File: config.mk
export PLATFORM = sky130hd
export DESIGN_NAME = asc_host
export DESIGN_NICKNAME = d
export VERILOG_FILES = /design/src/common/asc_pkg.sv /design/src/rtl/asc_host.sv
export SDC_FILE = /design/constraint.sdc
export NUM_CORES = 1
export LEC_CHECK = 0
export BUFFER_PORTS_ARGS = -buffer_cell sky130_fd_sc_hd__buf_2
export CORE_MARGIN = 2
export CORE_UTILIZATION = 30
export CTS_CLUSTER_SIZE = 40
export DETAILED_ROUTE_END_ITERATION = 8
export PLACE_DENSITY = 0.65
export SETUP_SLACK_MARGIN = 0.3
export SYNTH_ARGS = -nofsm -noshare
export SYNTH_HDL_FRONTEND = slang
export SYNTH_SLANG_ARGS = --single-unit
File: constraint.sdc
create_clock -name clk_sys_i -period 2.6 [get_ports clk_sys_i]
set_input_delay 0.26 -clock clk_sys_i [delete_from_list [all_inputs] [get_ports clk_sys_i]]
set_output_delay 0.26 -clock clk_sys_i [all_outputs]
set_load 0.1 [all_outputs]
File: src/common/asc_pkg.sv
// Purpose: Shared constants and types for the async static memory host controller.
// Assumes: 10 MHz system clock, 100 ns period.
// Notes:   Times are kept in ns; cycle counts are derived from them.
package asc_pkg;

  localparam int unsigned CLK_PERIOD_NS = 100;

  // Speed-grade timing figures in ns, slow grade used by default.
  localparam int unsigned READ_PERIOD_MIN_NS       = 55;
  localparam int unsigned WRITE_PERIOD_MIN_NS      = 55;
  localparam int unsigned ADDRESS_ACCESS_DELAY_NS  = 55;
  localparam int unsigned WRITE_PULSE_MIN_NS       = 40;
  localparam int unsigned WRITE_FLOAT_DELAY_NS     = 18;
  localparam int unsigned DATA_SETUP_TO_END_NS     = 28;
  localparam int unsigned OUTPUT_FLOAT_DELAY_NS    = 18;
  localparam int unsigned ADDRESS_SETUP_TO_START_NS = 0;

  // Least times round up, never below one cycle.
  function automatic int unsigned ns_to_cyc(input int unsigned ns);
    int unsigned c;
    c = (ns + CLK_PERIOD_NS - 1) / CLK_PERIOD_NS;
    return (c < 1) ? 1 : c;
  endfunction : ns_to_cyc

  localparam int unsigned READ_CYC  = ns_to_cyc(ADDRESS_ACCESS_DELAY_NS);
  localparam int unsigned WPULSE_CYC = ns_to_cyc(WRITE_PULSE_MIN_NS > WRITE_FLOAT_DELAY_NS
                                       + DATA_SETUP_TO_END_NS ? WRITE_PULSE_MIN_NS
                                       : WRITE_FLOAT_DELAY_NS + DATA_SETUP_TO_END_NS + 1);
  localparam int unsigned FLOAT_CYC  = ns_to_cyc(OUTPUT_FLOAT_DELAY_NS);
  localparam int unsigned RECOVER_CYC = ns_to_cyc(READ_PERIOD_MIN_NS);
  localparam int unsigned CNT_W = 4;

  localparam int unsigned ADDR_W = 20;
  localparam int unsigned DATA_W = 16;

  typedef enum logic [2:0] {
    ST_IDLE    = 3'b000,
    ST_READ    = 3'b001,
    ST_WSETUP  = 3'b010,
    ST_WPULSE  = 3'b011,
    ST_WHOLD   = 3'b100,
    ST_RETAIN  = 3'b101,
    ST_RECOVER = 3'b110
  } asc_state_t;

  // Memory pins driven by the controller.
  typedef struct packed {
    logic [ADDR_W-1:0] addr;
    logic              primary_select_n;
    logic              secondary_select;
    logic              output_enable_n;
    logic              write_strobe_n;
    logic              low_lane_enable_n;
    logic              high_lane_enable_n;
  } asc_pins_t;

  localparam asc_pins_t PINS_IDLE = '{addr: '0, primary_select_n: 1'b1,
    secondary_select: 1'b1, output_enable_n: 1'b1, write_strobe_n: 1'b1,
    low_lane_enable_n: 1'b1, high_lane_enable_n: 1'b1};

endpackage : asc_pkg

File: src/rtl/asc_host.sv
// Purpose: Host controller driving an async 1M x 16 static memory through its pins.
// Assumes: One request at a time; memory data inputs reach clk_sys_i unsynchronised timing-wise.
// Notes:   Output enable stays high through writes so no bus contention can arise.
`timescale 1ns/1ps
`default_nettype none

module asc_host
  import asc_pkg::*;
(
  // Clock and reset.
  input  wire logic              clk_sys_i,
  input  wire logic              arst_n_i,
  // User request port.
  input  wire logic              req_valid_i,
  input  wire logic              req_write_i,
  input  wire logic [ADDR_W-1:0] req_addr_i,
  input  wire logic [DATA_W-1:0] req_wdata_i,
  input  wire logic [1:0]        req_lanes_i,
  output logic                   req_ready_o,
  output logic                   rsp_valid_o,
  output logic [DATA_W-1:0]      rsp_rdata_o,
  // Retention control.
  input  wire logic              retain_i,
  output logic                   retained_o,
  // Memory pins.
  output asc_pins_t              mem_pins_o,
  input  wire logic [DATA_W-1:0] mem_data_i,
  output logic [DATA_W-1:0]      mem_data_o,
  output logic                   mem_data_oe_o
);

  ////////////////////////////////////////////////////////////////////////////
  asc_state_t        state_ff;
  logic [CNT_W-1:0]  cnt_ff;
  asc_pins_t         pins_ff;
  logic [DATA_W-1:0] wdata_ff;
  logic              oe_ff;
  logic [1:0]        lanes_ff;
  logic [DATA_W-1:0] rdata_ff;
  logic              rsp_ff;
  logic [CNT_W-1:0]  low_cnt_ff;

  assign req_ready_o   = (state_ff == ST_IDLE) && !retain_i;
  assign mem_pins_o    = pins_ff;
  assign mem_data_o    = wdata_ff;
  assign mem_data_oe_o = oe_ff;
  assign rsp_valid_o   = rsp_ff;
  assign rsp_rdata_o   = rdata_ff;
  assign retained_o    = (state_ff == ST_RETAIN);

  ////////////////////////////////////////////////////////////////////////////
  // Sequencer. Each phase lasts a whole number of cycles, so every window
  // below is a multiple of 100 ns and comfortably above the memory minima.
  always_ff @(posedge clk_sys_i or negedge arst_n_i) begin
    if (!arst_n_i) begin
      state_ff <= ST_IDLE;
      cnt_ff   <= '0;
    end else begin
      case (state_ff)
        ST_IDLE: begin
          cnt_ff <= '0;
          if (retain_i) begin
            state_ff <= ST_RETAIN;
          end else if (req_valid_i && req_lanes_i != 2'b00) begin
            state_ff <= req_write_i ? ST_WSETUP : ST_READ;
          end
        end
        ST_READ: begin
          if (cnt_ff == CNT_W'(READ_CYC)) begin
            state_ff <= ST_RECOVER;
            cnt_ff   <= '0;
          end else begin
            cnt_ff <= cnt_ff + 1'b1;
          end
        end
        ST_WSETUP: begin
          state_ff <= ST_WPULSE;
        end
        ST_WPULSE: begin
          if (cnt_ff == CNT_W'(WPULSE_CYC - 1)) begin
            state_ff <= ST_WHOLD;
            cnt_ff   <= '0;
          end else begin
            cnt_ff <= cnt_ff + 1'b1;
          end
        end
        ST_WHOLD: begin
          state_ff <= ST_RECOVER;
        end
        ST_RETAIN: begin
          if (!retain_i) begin
            state_ff <= ST_RECOVER;
            cnt_ff   <= '0;
          end
        end
        ST_RECOVER: begin
          // Gap before the next access covers float time and one read period.
          if (cnt_ff == CNT_W'(RECOVER_CYC - 1)) begin
            state_ff <= ST_IDLE;
            cnt_ff   <= '0;
          end else begin
            cnt_ff <= cnt_ff + 1'b1;
          end
        end
        default: begin
          state_ff <= ST_IDLE;
          cnt_ff   <= '0;
        end
      endcase
    end
  end

  ////////////////////////////////////////////////////////////////////////////
  // Memory pin drive.
  always_ff @(posedge clk_sys_i or negedge arst_n_i) begin
    if (!arst_n_i) begin
      pins_ff  <= PINS_IDLE;
      lanes_ff <= 2'b00;
    end else begin
      case (state_ff)
        ST_IDLE: begin
          pins_ff <= PINS_IDLE;
          if (req_valid_i && !retain_i && req_lanes_i != 2'b00) begin
            // Address and selects change together; address set up no later.
            pins_ff.addr               <= req_addr_i;
            pins_ff.primary_select_n   <= 1'b0;
            pins_ff.low_lane_enable_n  <= ~req_lanes_i[0];
            pins_ff.high_lane_enable_n <= ~req_lanes_i[1];
            pins_ff.output_enable_n    <= req_write_i;
            lanes_ff                   <= req_lanes_i;
          end else if (retain_i) begin
            pins_ff.secondary_select <= 1'b1;
          end
        end
        ST_WSETUP: begin
          pins_ff.write_strobe_n <= 1'b0;
        end
        ST_WPULSE: begin
          if (cnt_ff == CNT_W'(WPULSE_CYC - 1)) begin
            pins_ff.write_strobe_n <= 1'b1;
          end
        end
        ST_READ: begin
          pins_ff.write_strobe_n <= 1'b1;
          if (cnt_ff == CNT_W'(READ_CYC)) begin
            pins_ff <= PINS_IDLE;
          end
        end
        ST_WHOLD: begin
          pins_ff <= PINS_IDLE;
        end
        default: begin
          pins_ff <= PINS_IDLE;
        end
      endcase
    end
  end

  ////////////////////////////////////////////////////////////////////////////
  // Data bus drive: only between strobe setup and hold, with output enable high.
  always_ff @(posedge clk_sys_i or negedge arst_n_i) begin
    if (!arst_n_i) begin
      oe_ff    <= 1'b0;
      wdata_ff <= '0;
    end else begin
      if (state_ff == ST_IDLE && req_valid_i && req_write_i && !retain_i
          && req_lanes_i != 2'b00) begin
        wdata_ff <= req_wdata_i;
      end
      // Drive starts with strobe low and ends one cycle after it rises.
      if (state_ff == ST_WSETUP) begin
        oe_ff <= 1'b1;
      end else if (state_ff == ST_WHOLD) begin
        oe_ff <= 1'b0;
      end
    end
  end

  ////////////////////////////////////////////////////////////////////////////
  // Read capture once the access time has passed, only enabled lanes.
  always_ff @(posedge clk_sys_i or negedge arst_n_i) begin
    if (!arst_n_i) begin
      rdata_ff <= '0;
      rsp_ff   <= 1'b0;
    end else begin
      rsp_ff <= 1'b0;
      if (state_ff == ST_READ && cnt_ff == CNT_W'(READ_CYC)) begin
        rdata_ff[7:0]  <= lanes_ff[0] ? mem_data_i[7:0] : 8'h00;
        rdata_ff[15:8] <= lanes_ff[1] ? mem_data_i[15:8] : 8'h00;
        rsp_ff         <= 1'b1;
      end
    end
  end

  ////////////////////////////////////////////////////////////////////////////
  // Counts cycles with the strobe low, so the pulse width is checked without a long repetition.
  always_ff @(posedge clk_sys_i or negedge arst_n_i) begin
    if (!arst_n_i) begin
      low_cnt_ff <= '0;
    end else if (pins_ff.write_strobe_n) begin
      low_cnt_ff <= '0;
    end else begin
      low_cnt_ff <= low_cnt_ff + 1'b1;
    end
  end

  ////////////////////////////////////////////////////////////////////////////
  property p_no_drive_oe_low;
    @(posedge clk_sys_i) disable iff (!arst_n_i)
      oe_ff |-> pins_ff.output_enable_n;
  endproperty
  a_no_drive_oe_low: assert property (p_no_drive_oe_low)
    else $error("bus driven with oe low");

  property p_strobe_width;
    @(posedge clk_sys_i) disable iff (!arst_n_i)
      $rose(pins_ff.write_strobe_n) |-> low_cnt_ff >= CNT_W'(WPULSE_CYC);
  endproperty
  a_strobe_width: assert property (p_strobe_width)
    else $error("strobe pulse too short");

  property p_read_strobe_high;
    @(posedge clk_sys_i) disable iff (!arst_n_i)
      state_ff == ST_READ |-> pins_ff.write_strobe_n;
  endproperty
  a_read_strobe_high: assert property (p_read_strobe_high)
    else $error("strobe low in read");

  property p_write_all_active;
    @(posedge clk_sys_i) disable iff (!arst_n_i)
      !pins_ff.write_strobe_n |-> !pins_ff.primary_select_n && pins_ff.secondary_select
        && !(pins_ff.low_lane_enable_n && pins_ff.high_lane_enable_n);
  endproperty
  a_write_all_active: assert property (p_write_all_active)
    else $error("write without selects");

  property p_data_hold;
    @(posedge clk_sys_i) disable iff (!arst_n_i)
      $rose(pins_ff.write_strobe_n) |-> oe_ff && $stable(wdata_ff);
  endproperty
  a_data_hold: assert property (p_data_hold)
    else $error("data not held at write end");

  property p_oe_high_write;
    @(posedge clk_sys_i) disable iff (!arst_n_i)
      !pins_ff.write_strobe_n |-> pins_ff.output_enable_n;
  endproperty
  a_oe_high_write: assert property (p_oe_high_write)
    else $error("oe low during write");

  property p_addr_stable;
    @(posedge clk_sys_i) disable iff (!arst_n_i)
      !pins_ff.write_strobe_n |-> $stable(pins_ff.addr);
  endproperty
  a_addr_stable: assert property (p_addr_stable)
    else $error("address moved in write");

  property p_retain_pins;
    @(posedge clk_sys_i) disable iff (!arst_n_i)
      retained_o |-> pins_ff.primary_select_n && pins_ff.secondary_select
        && pins_ff.low_lane_enable_n && pins_ff.high_lane_enable_n;
  endproperty
  a_retain_pins: assert property (p_retain_pins)
    else $error("retention pins wrong");

  property p_read_resp;
    @(posedge clk_sys_i) disable iff (!arst_n_i)
      (state_ff == ST_IDLE && req_valid_i && !req_write_i && !retain_i
       && req_lanes_i != 2'b00) |-> ##[1:3] rsp_valid_o;
  endproperty
  a_read_resp: assert property (p_read_resp)
    else $error("read answer late");

  // The selects lead the strobe by a whole cycle, which covers the select setup.
  property p_sel_before_strobe;
    @(posedge clk_sys_i) disable iff (!arst_n_i)
      $fell(pins_ff.write_strobe_n) |-> $past(!pins_ff.primary_select_n && pins_ff.secondary_select);
  endproperty
  a_sel_before_strobe: assert property (p_sel_before_strobe)
    else $error("selects late before write");

  property p_lanes_held;
    @(posedge clk_sys_i) disable iff (!arst_n_i)
      !pins_ff.write_strobe_n |-> $stable({pins_ff.low_lane_enable_n, pins_ff.high_lane_enable_n});
  endproperty
  a_lanes_held: assert property (p_lanes_held)
    else $error("lane enables moved in write");

  property p_addr_from_req;
    @(posedge clk_sys_i) disable iff (!arst_n_i)
      $fell(pins_ff.primary_select_n) |-> pins_ff.addr == $past(req_addr_i);
  endproperty
  a_addr_from_req: assert property (p_addr_from_req)
    else $error("address not valid at select");

  property p_recover_gap;
    @(posedge clk_sys_i) disable iff (!arst_n_i)
      $rose(pins_ff.primary_select_n) |=> pins_ff.primary_select_n;
  endproperty
  a_recover_gap: assert property (p_recover_gap)
    else $error("no gap between accesses");

  property p_idle_deselect;
    @(posedge clk_sys_i) disable iff (!arst_n_i)
      state_ff == ST_IDLE |-> pins_ff.primary_select_n && pins_ff.write_strobe_n;
  endproperty
  a_idle_deselect: assert property (p_idle_deselect)
    else $error("memory selected while idle");

  // Main scenarios: reads and writes of any width, retention, and accesses to one byte only.
  c_read: cover property (@(posedge clk_sys_i) rsp_valid_o);
  c_write: cover property (@(posedge clk_sys_i) $rose(pins_ff.write_strobe_n));
  c_retain: cover property (@(posedge clk_sys_i) $fell(retained_o));
  c_byte_write: cover property (@(posedge clk_sys_i) $rose(pins_ff.write_strobe_n)
    && pins_ff.low_lane_enable_n != pins_ff.high_lane_enable_n);
  c_byte_read: cover property (@(posedge clk_sys_i) rsp_valid_o && lanes_ff != 2'b11);

endmodule : asc_host

`default_nettype wire

Yosys cells after proc, flatten, opt, wreduce, memory -nomap -nowiden
Index checks and enable logic that the tools add are counted.

word-level totals
  input bits = 59
  output and inout bits = 62
  register bits after elaboration = 69

operators by class
  bitwise operators = 4
  multiplexer cells = 25
  add/subtract/negate cells = 1
  reductions and logical operators = 21
  equality and inequality tests = 12

operators with widths
  cell                 number
  $pmux 23 s3          1
  $mux 26              1
  $mux 21              1
  $pmux 3 s7           1
  $mux 3               6
  $mux 8               2
  $pmux 4 s4           1
  $mux 4               3
  $eq 3x3->1 const B   3
  $logic_and 1x1->1    9
  $ne 2x2->1 const B   4
  $eq 3x2->1 const B   2
  $pmux 2 s3           1
  $reduce_and 2->1     3
  $reduce_or 2->1      3
  $mux 1               5
  $reduce_and 5->1     1
  $add 4x1->4 const B  1
  $eq 4x1->1 const B   1
  $logic_not 4->1      1
  $mux 2               2
  $not 1->1            4
  $reduce_bool 2->1    2
  $eq 3x1->1 const B   1
  4 further kinds      4

Longest topological paths before layout
Gate-level depths: netlist of the first run.

  word-level depth = 5
  gate-level depth with buffers = 7

Least setup slack after synthesis of the first run
OpenSTA, ideal clock, no wires.

  path kind = register to output
  from = register state_ff[2]
  to = output port req_ready_o
  arrival time = 3,635 ps
  path slack = -1,295 ps
  cell stages (with the launch flop) = 4
  required time = 2,340 ps
  cells stage by stage = dfrtp_1 > clkbuf_1 > clkbuf_1 > nor4_1

on the way
  cells in the longest elaborated chain, start to end = 2

RTL lines
  item                    line            RTL
  from (decl)             asc_host.sv:33  asc_state_t state_ff;
  from (signal assigned)  asc_host.sv:65  state_ff <= req_write_i ? ST_WSETUP : ST_READ;
  $logic_not 3->1         asc_host.sv:43  assign req_ready_o = (state_ff == ST_IDLE) && !retain_i;
  $logic_and 1x1->1       asc_host.sv:43
  to (decl)               asc_host.sv:19  output logic req_ready_o,

No other way between the ends.

Final worst setup path of the first run
  from = register cnt_ff[1]
  to = register pins_ff (netlist bit mem_pins_o[14])

on the way
  cells in the longest elaborated chain, start to end = 3

RTL lines
  item                        line             RTL
  from (decl)                 asc_host.sv:34   logic [CNT_W-1:0] cnt_ff;
  from (signal assigned)      asc_host.sv:73   cnt_ff <= cnt_ff + 1'b1;
  from (signal assigned)      asc_host.sv:84   cnt_ff <= cnt_ff + 1'b1;
  from (signal assigned)      asc_host.sv:102  cnt_ff <= cnt_ff + 1'b1;
  $eq 4x1->1                  asc_host.sv:145  if (cnt_ff == CNT_W'(READ_CYC)) begin
  $ne 2x2->1 (no line)        -
  $reduce_and 2->1 (no line)  -
  to (decl)                   asc_host.sv:35   asc_pins_t pins_ff;

No other way between the ends.
A chain may end at the register's enable or synchronous reset.

==> results of run 1 <==
-- synthesized netlist by cell type, types with 5 or more instances --
cell type,number,area [um2]
nor3_1,5,25.02
nand2_1,37,138.9
mux2_4,10,150.1
inv_1,7,26.28
dfstp_2,5,131.4
a21oi_1,8,40.04
clkbuf_1,11,41.29
mux2_2,9,101.4
dfrtp_1,63,1577
nor2_1,6,22.52
o21ai_0,23,115.1
a22o_1,21,183.9
-- logic make-up (layout without fill, tap and decap cells) --
| family | after synthesis | count (layout) | synth area share [%] |
|---|---|---|---|
| buffers and inverters | 22 | 147 | 3.312 |
| DFF | 68 | 68 | 60.26 |
| AOI/OAI and AO/OA | 64 | 64 | 15.19 |
| adders and majority gates | 3 | 3 | 1.325 |
| xor gates and xnor gates | 1 | 1 | 0.3091 |
| muxes | 19 | 19 | 8.874 |
| and+or+nand+nor | 62 | 62 | 10.60 |
| other | 1 | 1 | 0.1323 |
-- metrics by stage --
stage	util, %	hold WS [ns]	instances
after detailed placement	38.76	0.4604	460
after global routing	40.64	0.09671	476
after global placement	38.76	0.4538	460
final	40.64	0.09344	476
after CTS	40.63	0.08633	476
after floorplan	-	-0.03559	240
-- area by class of cell --
| type | count | area (um2) | area share [%] |
|---|---|---|---|
| repair buffers | 124 | 633.1 | 16.94 |
| multi-input cells | 150 | 1061 | 28.39 |
| flip-flops and latches | 68 | 1709 | 45.73 |
| clock inverters | 6 | 41.29 | 1.105 |
| clock buffers | 10 | 127.6 | 3.415 |
| well taps | 111 | 138.9 | 3.716 |
| inverters | 7 | 26.28 | 0.7030 |
-- registers in the layout, indices dropped and copies added (netlist names) --
name           count
lanes_ff           2
mem_pins_o        25
mem_data_o        16
rsp_rdata_o       16
mem_data_oe_o      1
rsp_valid_o        1
cnt_ff             4
state_ff           3
-- worst max-delay path, delay by kind of cell (launching register included) --
| kind | cells | cell delay (ns) |
|---|---|---|
| adders and majority gates | 1 | 0.15 |
| and+or+nand+nor | 2 | 0.59 |
| AOI/OAI and AO/OA | 2 | 0.65 |
| DFF | 1 | 0.41 |
| buffers and inverters | 1 | 0.09 |
-- routing by layer --
metal	track usage (%)	wire length, um	up-vias
met5	0	0	-
met4	4.366	74	0
met3	5.176	556	8
met2	19.92	3018	88
met1	16.79	2941	1028
li1	-	-	1077
-- layout by cell type (no fill, tap or decap), types with 2 or more instances in the layout --
cell type and n:
nor3b_1 2, mux2_4 10, nand2_1 37, mux2_2 9, buf_4 5, dfrtp_1 62
nor2_1 5, ha_1 3, clkinv_2 2, nand3_1 3, buf_2 119, a22o_1 21
a21oi_1 8, clkinvlp_4 3, clkbuf_8 9, inv_1 7, a31oi_1 2, nor3_1 4
dfstp_2 5, o21ai_0 23, nor2b_1 3
-- worst paths after layout --
check	from	endpoint	slack (ns)	cells past startpoint
max	cnt_ff[1]	mem_pins_o[14]	0.58	6
max in group asynchronous	arst_n_i	state_ff[2]	1.88	2
min in group clk_sys_i	req_lanes_i[0]	mem_pins_o[1]	0.11	2
max reg2reg	cnt_ff[1]	mem_pins_o[14]	0.58	6
min	arst_n_i	rsp_rdata_o[0]	0.09	2
min reg2reg	rsp_rdata_o[9]	rsp_rdata_o[9]	0.48	2
==> reports/qor.txt, run 1 <==
Worst-skew pair later-pin latency: 0.33 ns
Final instance area: 3737 um2
Largest net degree at the start of global routing: 69
Core Area: 9196 um2
CP required: 2.82 ns
Fin worst setup slack: 0.5795 ns
Vias in the first global route: 2066
GR Overflow Total: 0
Die W: 101.2 um
Post-place setup slack: 0.2711 ns
Clock Skews: 0.007965 ns
Layout cells sized above 1: 46.30%
Worst Path Arrival: 2.24 ns
Mapped cell area: 2834 um2
Final Hold Viols: 0
Crit-path slowest cell: dfrtp_1
Root Buffer: clkbuf_8
CTS tree: built
Wire per inst: 13.84 um
Final net count: 422
Main synth FF type: dfrtp_1
Iter 0 DRT Violations: 80
Mapped Nets: 302
Hold crit path type: primary input to asynchronous set/reset pin
Worst slew margin: 44.07%
H-tree depth: 3
Syn Area/Cell: 11.81 um2
Cts repair resizes: 1
Initial antenna violation count: 0
DP Area: 3565 um2
Aggregate routed wire length: 6590 um
Crit-path cells: inv_1 > ha_1 > or3b_1 > a21oi_1 > nor2_2 > a22o_1
DRT Pass-1 Iters: 4
Outcome: finished clean
All-layer global routing usage: 12.98%
Global-route wire length before repair: 10250 um
Slew Limit Fails: 0
Port bufs: 119
Area grow syn2layout: 31.88%
Worst setup path class: register to register
Critical Path End Type: register
Yosys warns: 0
DRT antenna net count: 0
Critical path fanouts, max: 20
Period minus WS final: 2.020 ns
Max Buffers Root-to-Sink: 2
Seq/Total Area, Yosys: 60.26%
Post-synth ARST share: 100.0%
DR DRC count: 0
Worst Max-Slew Pin Slew: 0.8389 ns
Max-Cap Viols: 0
Hold-fix buffers, CTS: 0
Top-level I/O count: 121
# setup viols final: 0
Setup tns final: 0 ns
Cell count after synthesis: 240
Filler cell count: 895
Die Ht: 101.2 um
Number of post-CTS setup repair buffers: 0
Final period utilization: 77.71%
# diodes: 0
CTS clk-pin slew, worst paths: 0.08 ns
Gp weighted congestion: 0.7271
RSZ-0062 raised after global routing: no
Number of vias per cell: 4.624
Routed via count: 2201
Fmax: 494.9 MHz
Synthesized flop and latch total: 68
Largest stage delay, worst path: 0.41 ns
HPWL after detailed placement: 4704 um
Die area: 10240 um2
Crit start category: register
Cell Rows: 35
Cts bufs inserted: 9
Library cells used by synthesis: 38
Clk sinks: 68
Number of synthesized flops with an enable pin: 0
Initial core utilization: 30.82%
Power of run 1 is not shown: default switching activity piles up to over one toggle a cycle in this logic, so the estimate is an artifact.
==> run 2: changes to the inputs <==
- clock period: 2.6 -> 1.9 ns (I/O delays scaled with it)
==> run 2 against run 1 <==
- via count rose by 6.4%
- clock-buffer cell count down 1
- die area unchanged
- register-to-register slack lost 0.41 ns
- critical endpoint is now mem_pins_o[12]
- first-iteration DRC count is 55% lower
- largest cell class unchanged
- core utilization increased by 4.3 points
- critical path depth up 1
- sequential cell count is the same
- worst setup slack got worse by 0.41 ns
==> reports/qor.txt, run 2 (synthesis gave the netlist of run 1 again) <==
Outcome: finished clean
Worst setup path class: register to register
Wire per inst: 14.58 um
Global-route wire length before repair: 11450 um
Initial core utilization: 30.82%
Aggregate routed wire length: 7275 um
CP endpoint: mem_pins_o[12]
Commonest non-fill, non-tap cells in the layout: 117 x buf_2, 61 x dfrtp_1, 37 x nand2_1
Die Ht: 101.2 um
H-tree depth: 3
Buf/Inv on CP: 2
All-layer global routing usage: 14.33%
Crit start category: register
Core Area: 9196 um2
Period minus WS final: 1.734 ns
Worst Max-Slew Pin Slew: 0.6600 ns
DRT antenna net count: 0
CP Launch Point: cnt_ff[1]
Flip-flop count of the largest register after layout: 25
Port bufs: 119
Gp weighted congestion: 0.8026
R2r setup slk: 0.17 ns
Most common cell after layout, fill and taps aside: buf_2
Min-Delay Startpoint: req_lanes_i[1]
Crit-path cells: inv_2 > ha_4 > or3b_1 > a21oi_2 > nor2_4 > buf_6 > a22o_1
Finished Core Util: 44.90%
Initial antenna violation count: 0
GR Overflow Total: 0
Number of vias per cell: 4.693
Critical path fanouts, max: 5
Setup tns final: 0 ns
Root Buffer: clkbuf_8
Layout cells sized above 1: 52.58%
Clock Skews: 0.01010 ns
Critical Path End Type: register
Cts bufs inserted: 9
Area of the multi-input gates: 1144 um2
Area grow syn2layout: 45.70%
Clk sinks: 68
Final net count: 445
Reg2reg end: mem_pins_o[12]
Worst slew margin: 56.00%
# setup viols final: 0
Crit-path slowest cell: dfrtp_1
DRT Pass-1 Iters: 4
Routed via count: 2342
Final period utilization: 91.26%
Max Buffers Root-to-Sink: 2
Vias in the first global route: 2277
Die area: 10240 um2
RSZ-0062 raised after global routing: yes
# diodes: 0
Top-level I/O count: 121
Worst-skew pair later-pin latency: 0.34 ns
Worst R2R Path Depth: 7
Cell Rows: 35
DR DRC count: 0
Die W: 101.2 um
CP required: 2.14 ns
Reg area: 1710 um2
CTS clk-pin slew, worst paths: 0.08 ns
Iter 0 DRT Violations: 36
HPWL after detailed placement: 4864 um
Hold crit path type: primary input to register
Largest stage delay, worst path: 0.40 ns
CTS tree: built
Filler cell count: 878
Max-Cap Viols: 0
Fmax: 576.7 MHz
Worst r2r src: cnt_ff[1]
CP top delay family: simple AND/OR/NAND/NOR gates
Largest net degree at the start of global routing: 34
Worst Path Arrival: 1.97 ns
Final Hold Viols: 0
CP Depth: 7
Slew Limit Fails: 0
run 2: cell count changes in the layout (fill, tap and decap cells not counted), moves of 3 or more:
cell and change:
buf_12 +3, buf_6 +10, buf_4 +9, nor3_1 -3
run 2: cell type report:
cell class	instances	share of cell area (%)
Tap cell	111	3.364
Sequential cell	68	41.42
Clock inverter	7	2.394
Clock buffer	9	3.000
Multi-Input combinational cell	151	27.70
Inverter	7	0.7273
Timing Repair Buffer	146	21.39
run 2: metal layers:
layer | global-route usage (%) | part of all wire, %
met5 | 0 | 0
met4 | 6.029 | 1.4
met3 | 3.451 | 6.0
met2 | 21.50 | 44
met1 | 19.88 | 48
run 2: worst min path at each step:
| stage | end | cells after the start |
|---|---|---|
| 3_5_place_dp | rsp_rdata_o[3] | 1 |
| 4_1_cts | mem_pins_o[0] | 2 |
| 3_3_place_gp | rsp_rdata_o[3] | 1 |
| 6_report | mem_pins_o[0] | 2 |
| 2_1_floorplan | cnt_ff[0] | 0 |
| 5_1_grt | mem_pins_o[0] | 2 |
run 2: what timing repair did:
| item | in CTS | in global routing |
|---|---|---|
| cloned | 4 | 0 |
| pin swaps | 24 | 4 |
| setup buffers | 10 | 3 |
| resized for setup | 23 | 12 |
| endpoints found under the setup margin | 57 | 65 |
| hold buffers | 2 | 0 |
| hold endpoints to repair | 21 | 0 |
run 2: stage by stage:
step	hold WS (ns)	cells	cell area (um2)	worst slack (ns)
2_1_floorplan	-0.1056	240	2897	0.01177
3_3_place_gp	0.2490	464	3635	0.1569
3_5_place_dp	0.2550	464	3635	0.09783
4_1_cts	0.0006871	496	4053	0.2011
5_1_grt	0.01639	499	4129	0.1278
6_report	0.02220	499	4129	0.1661
Power of run 2 is left out for the same reason.
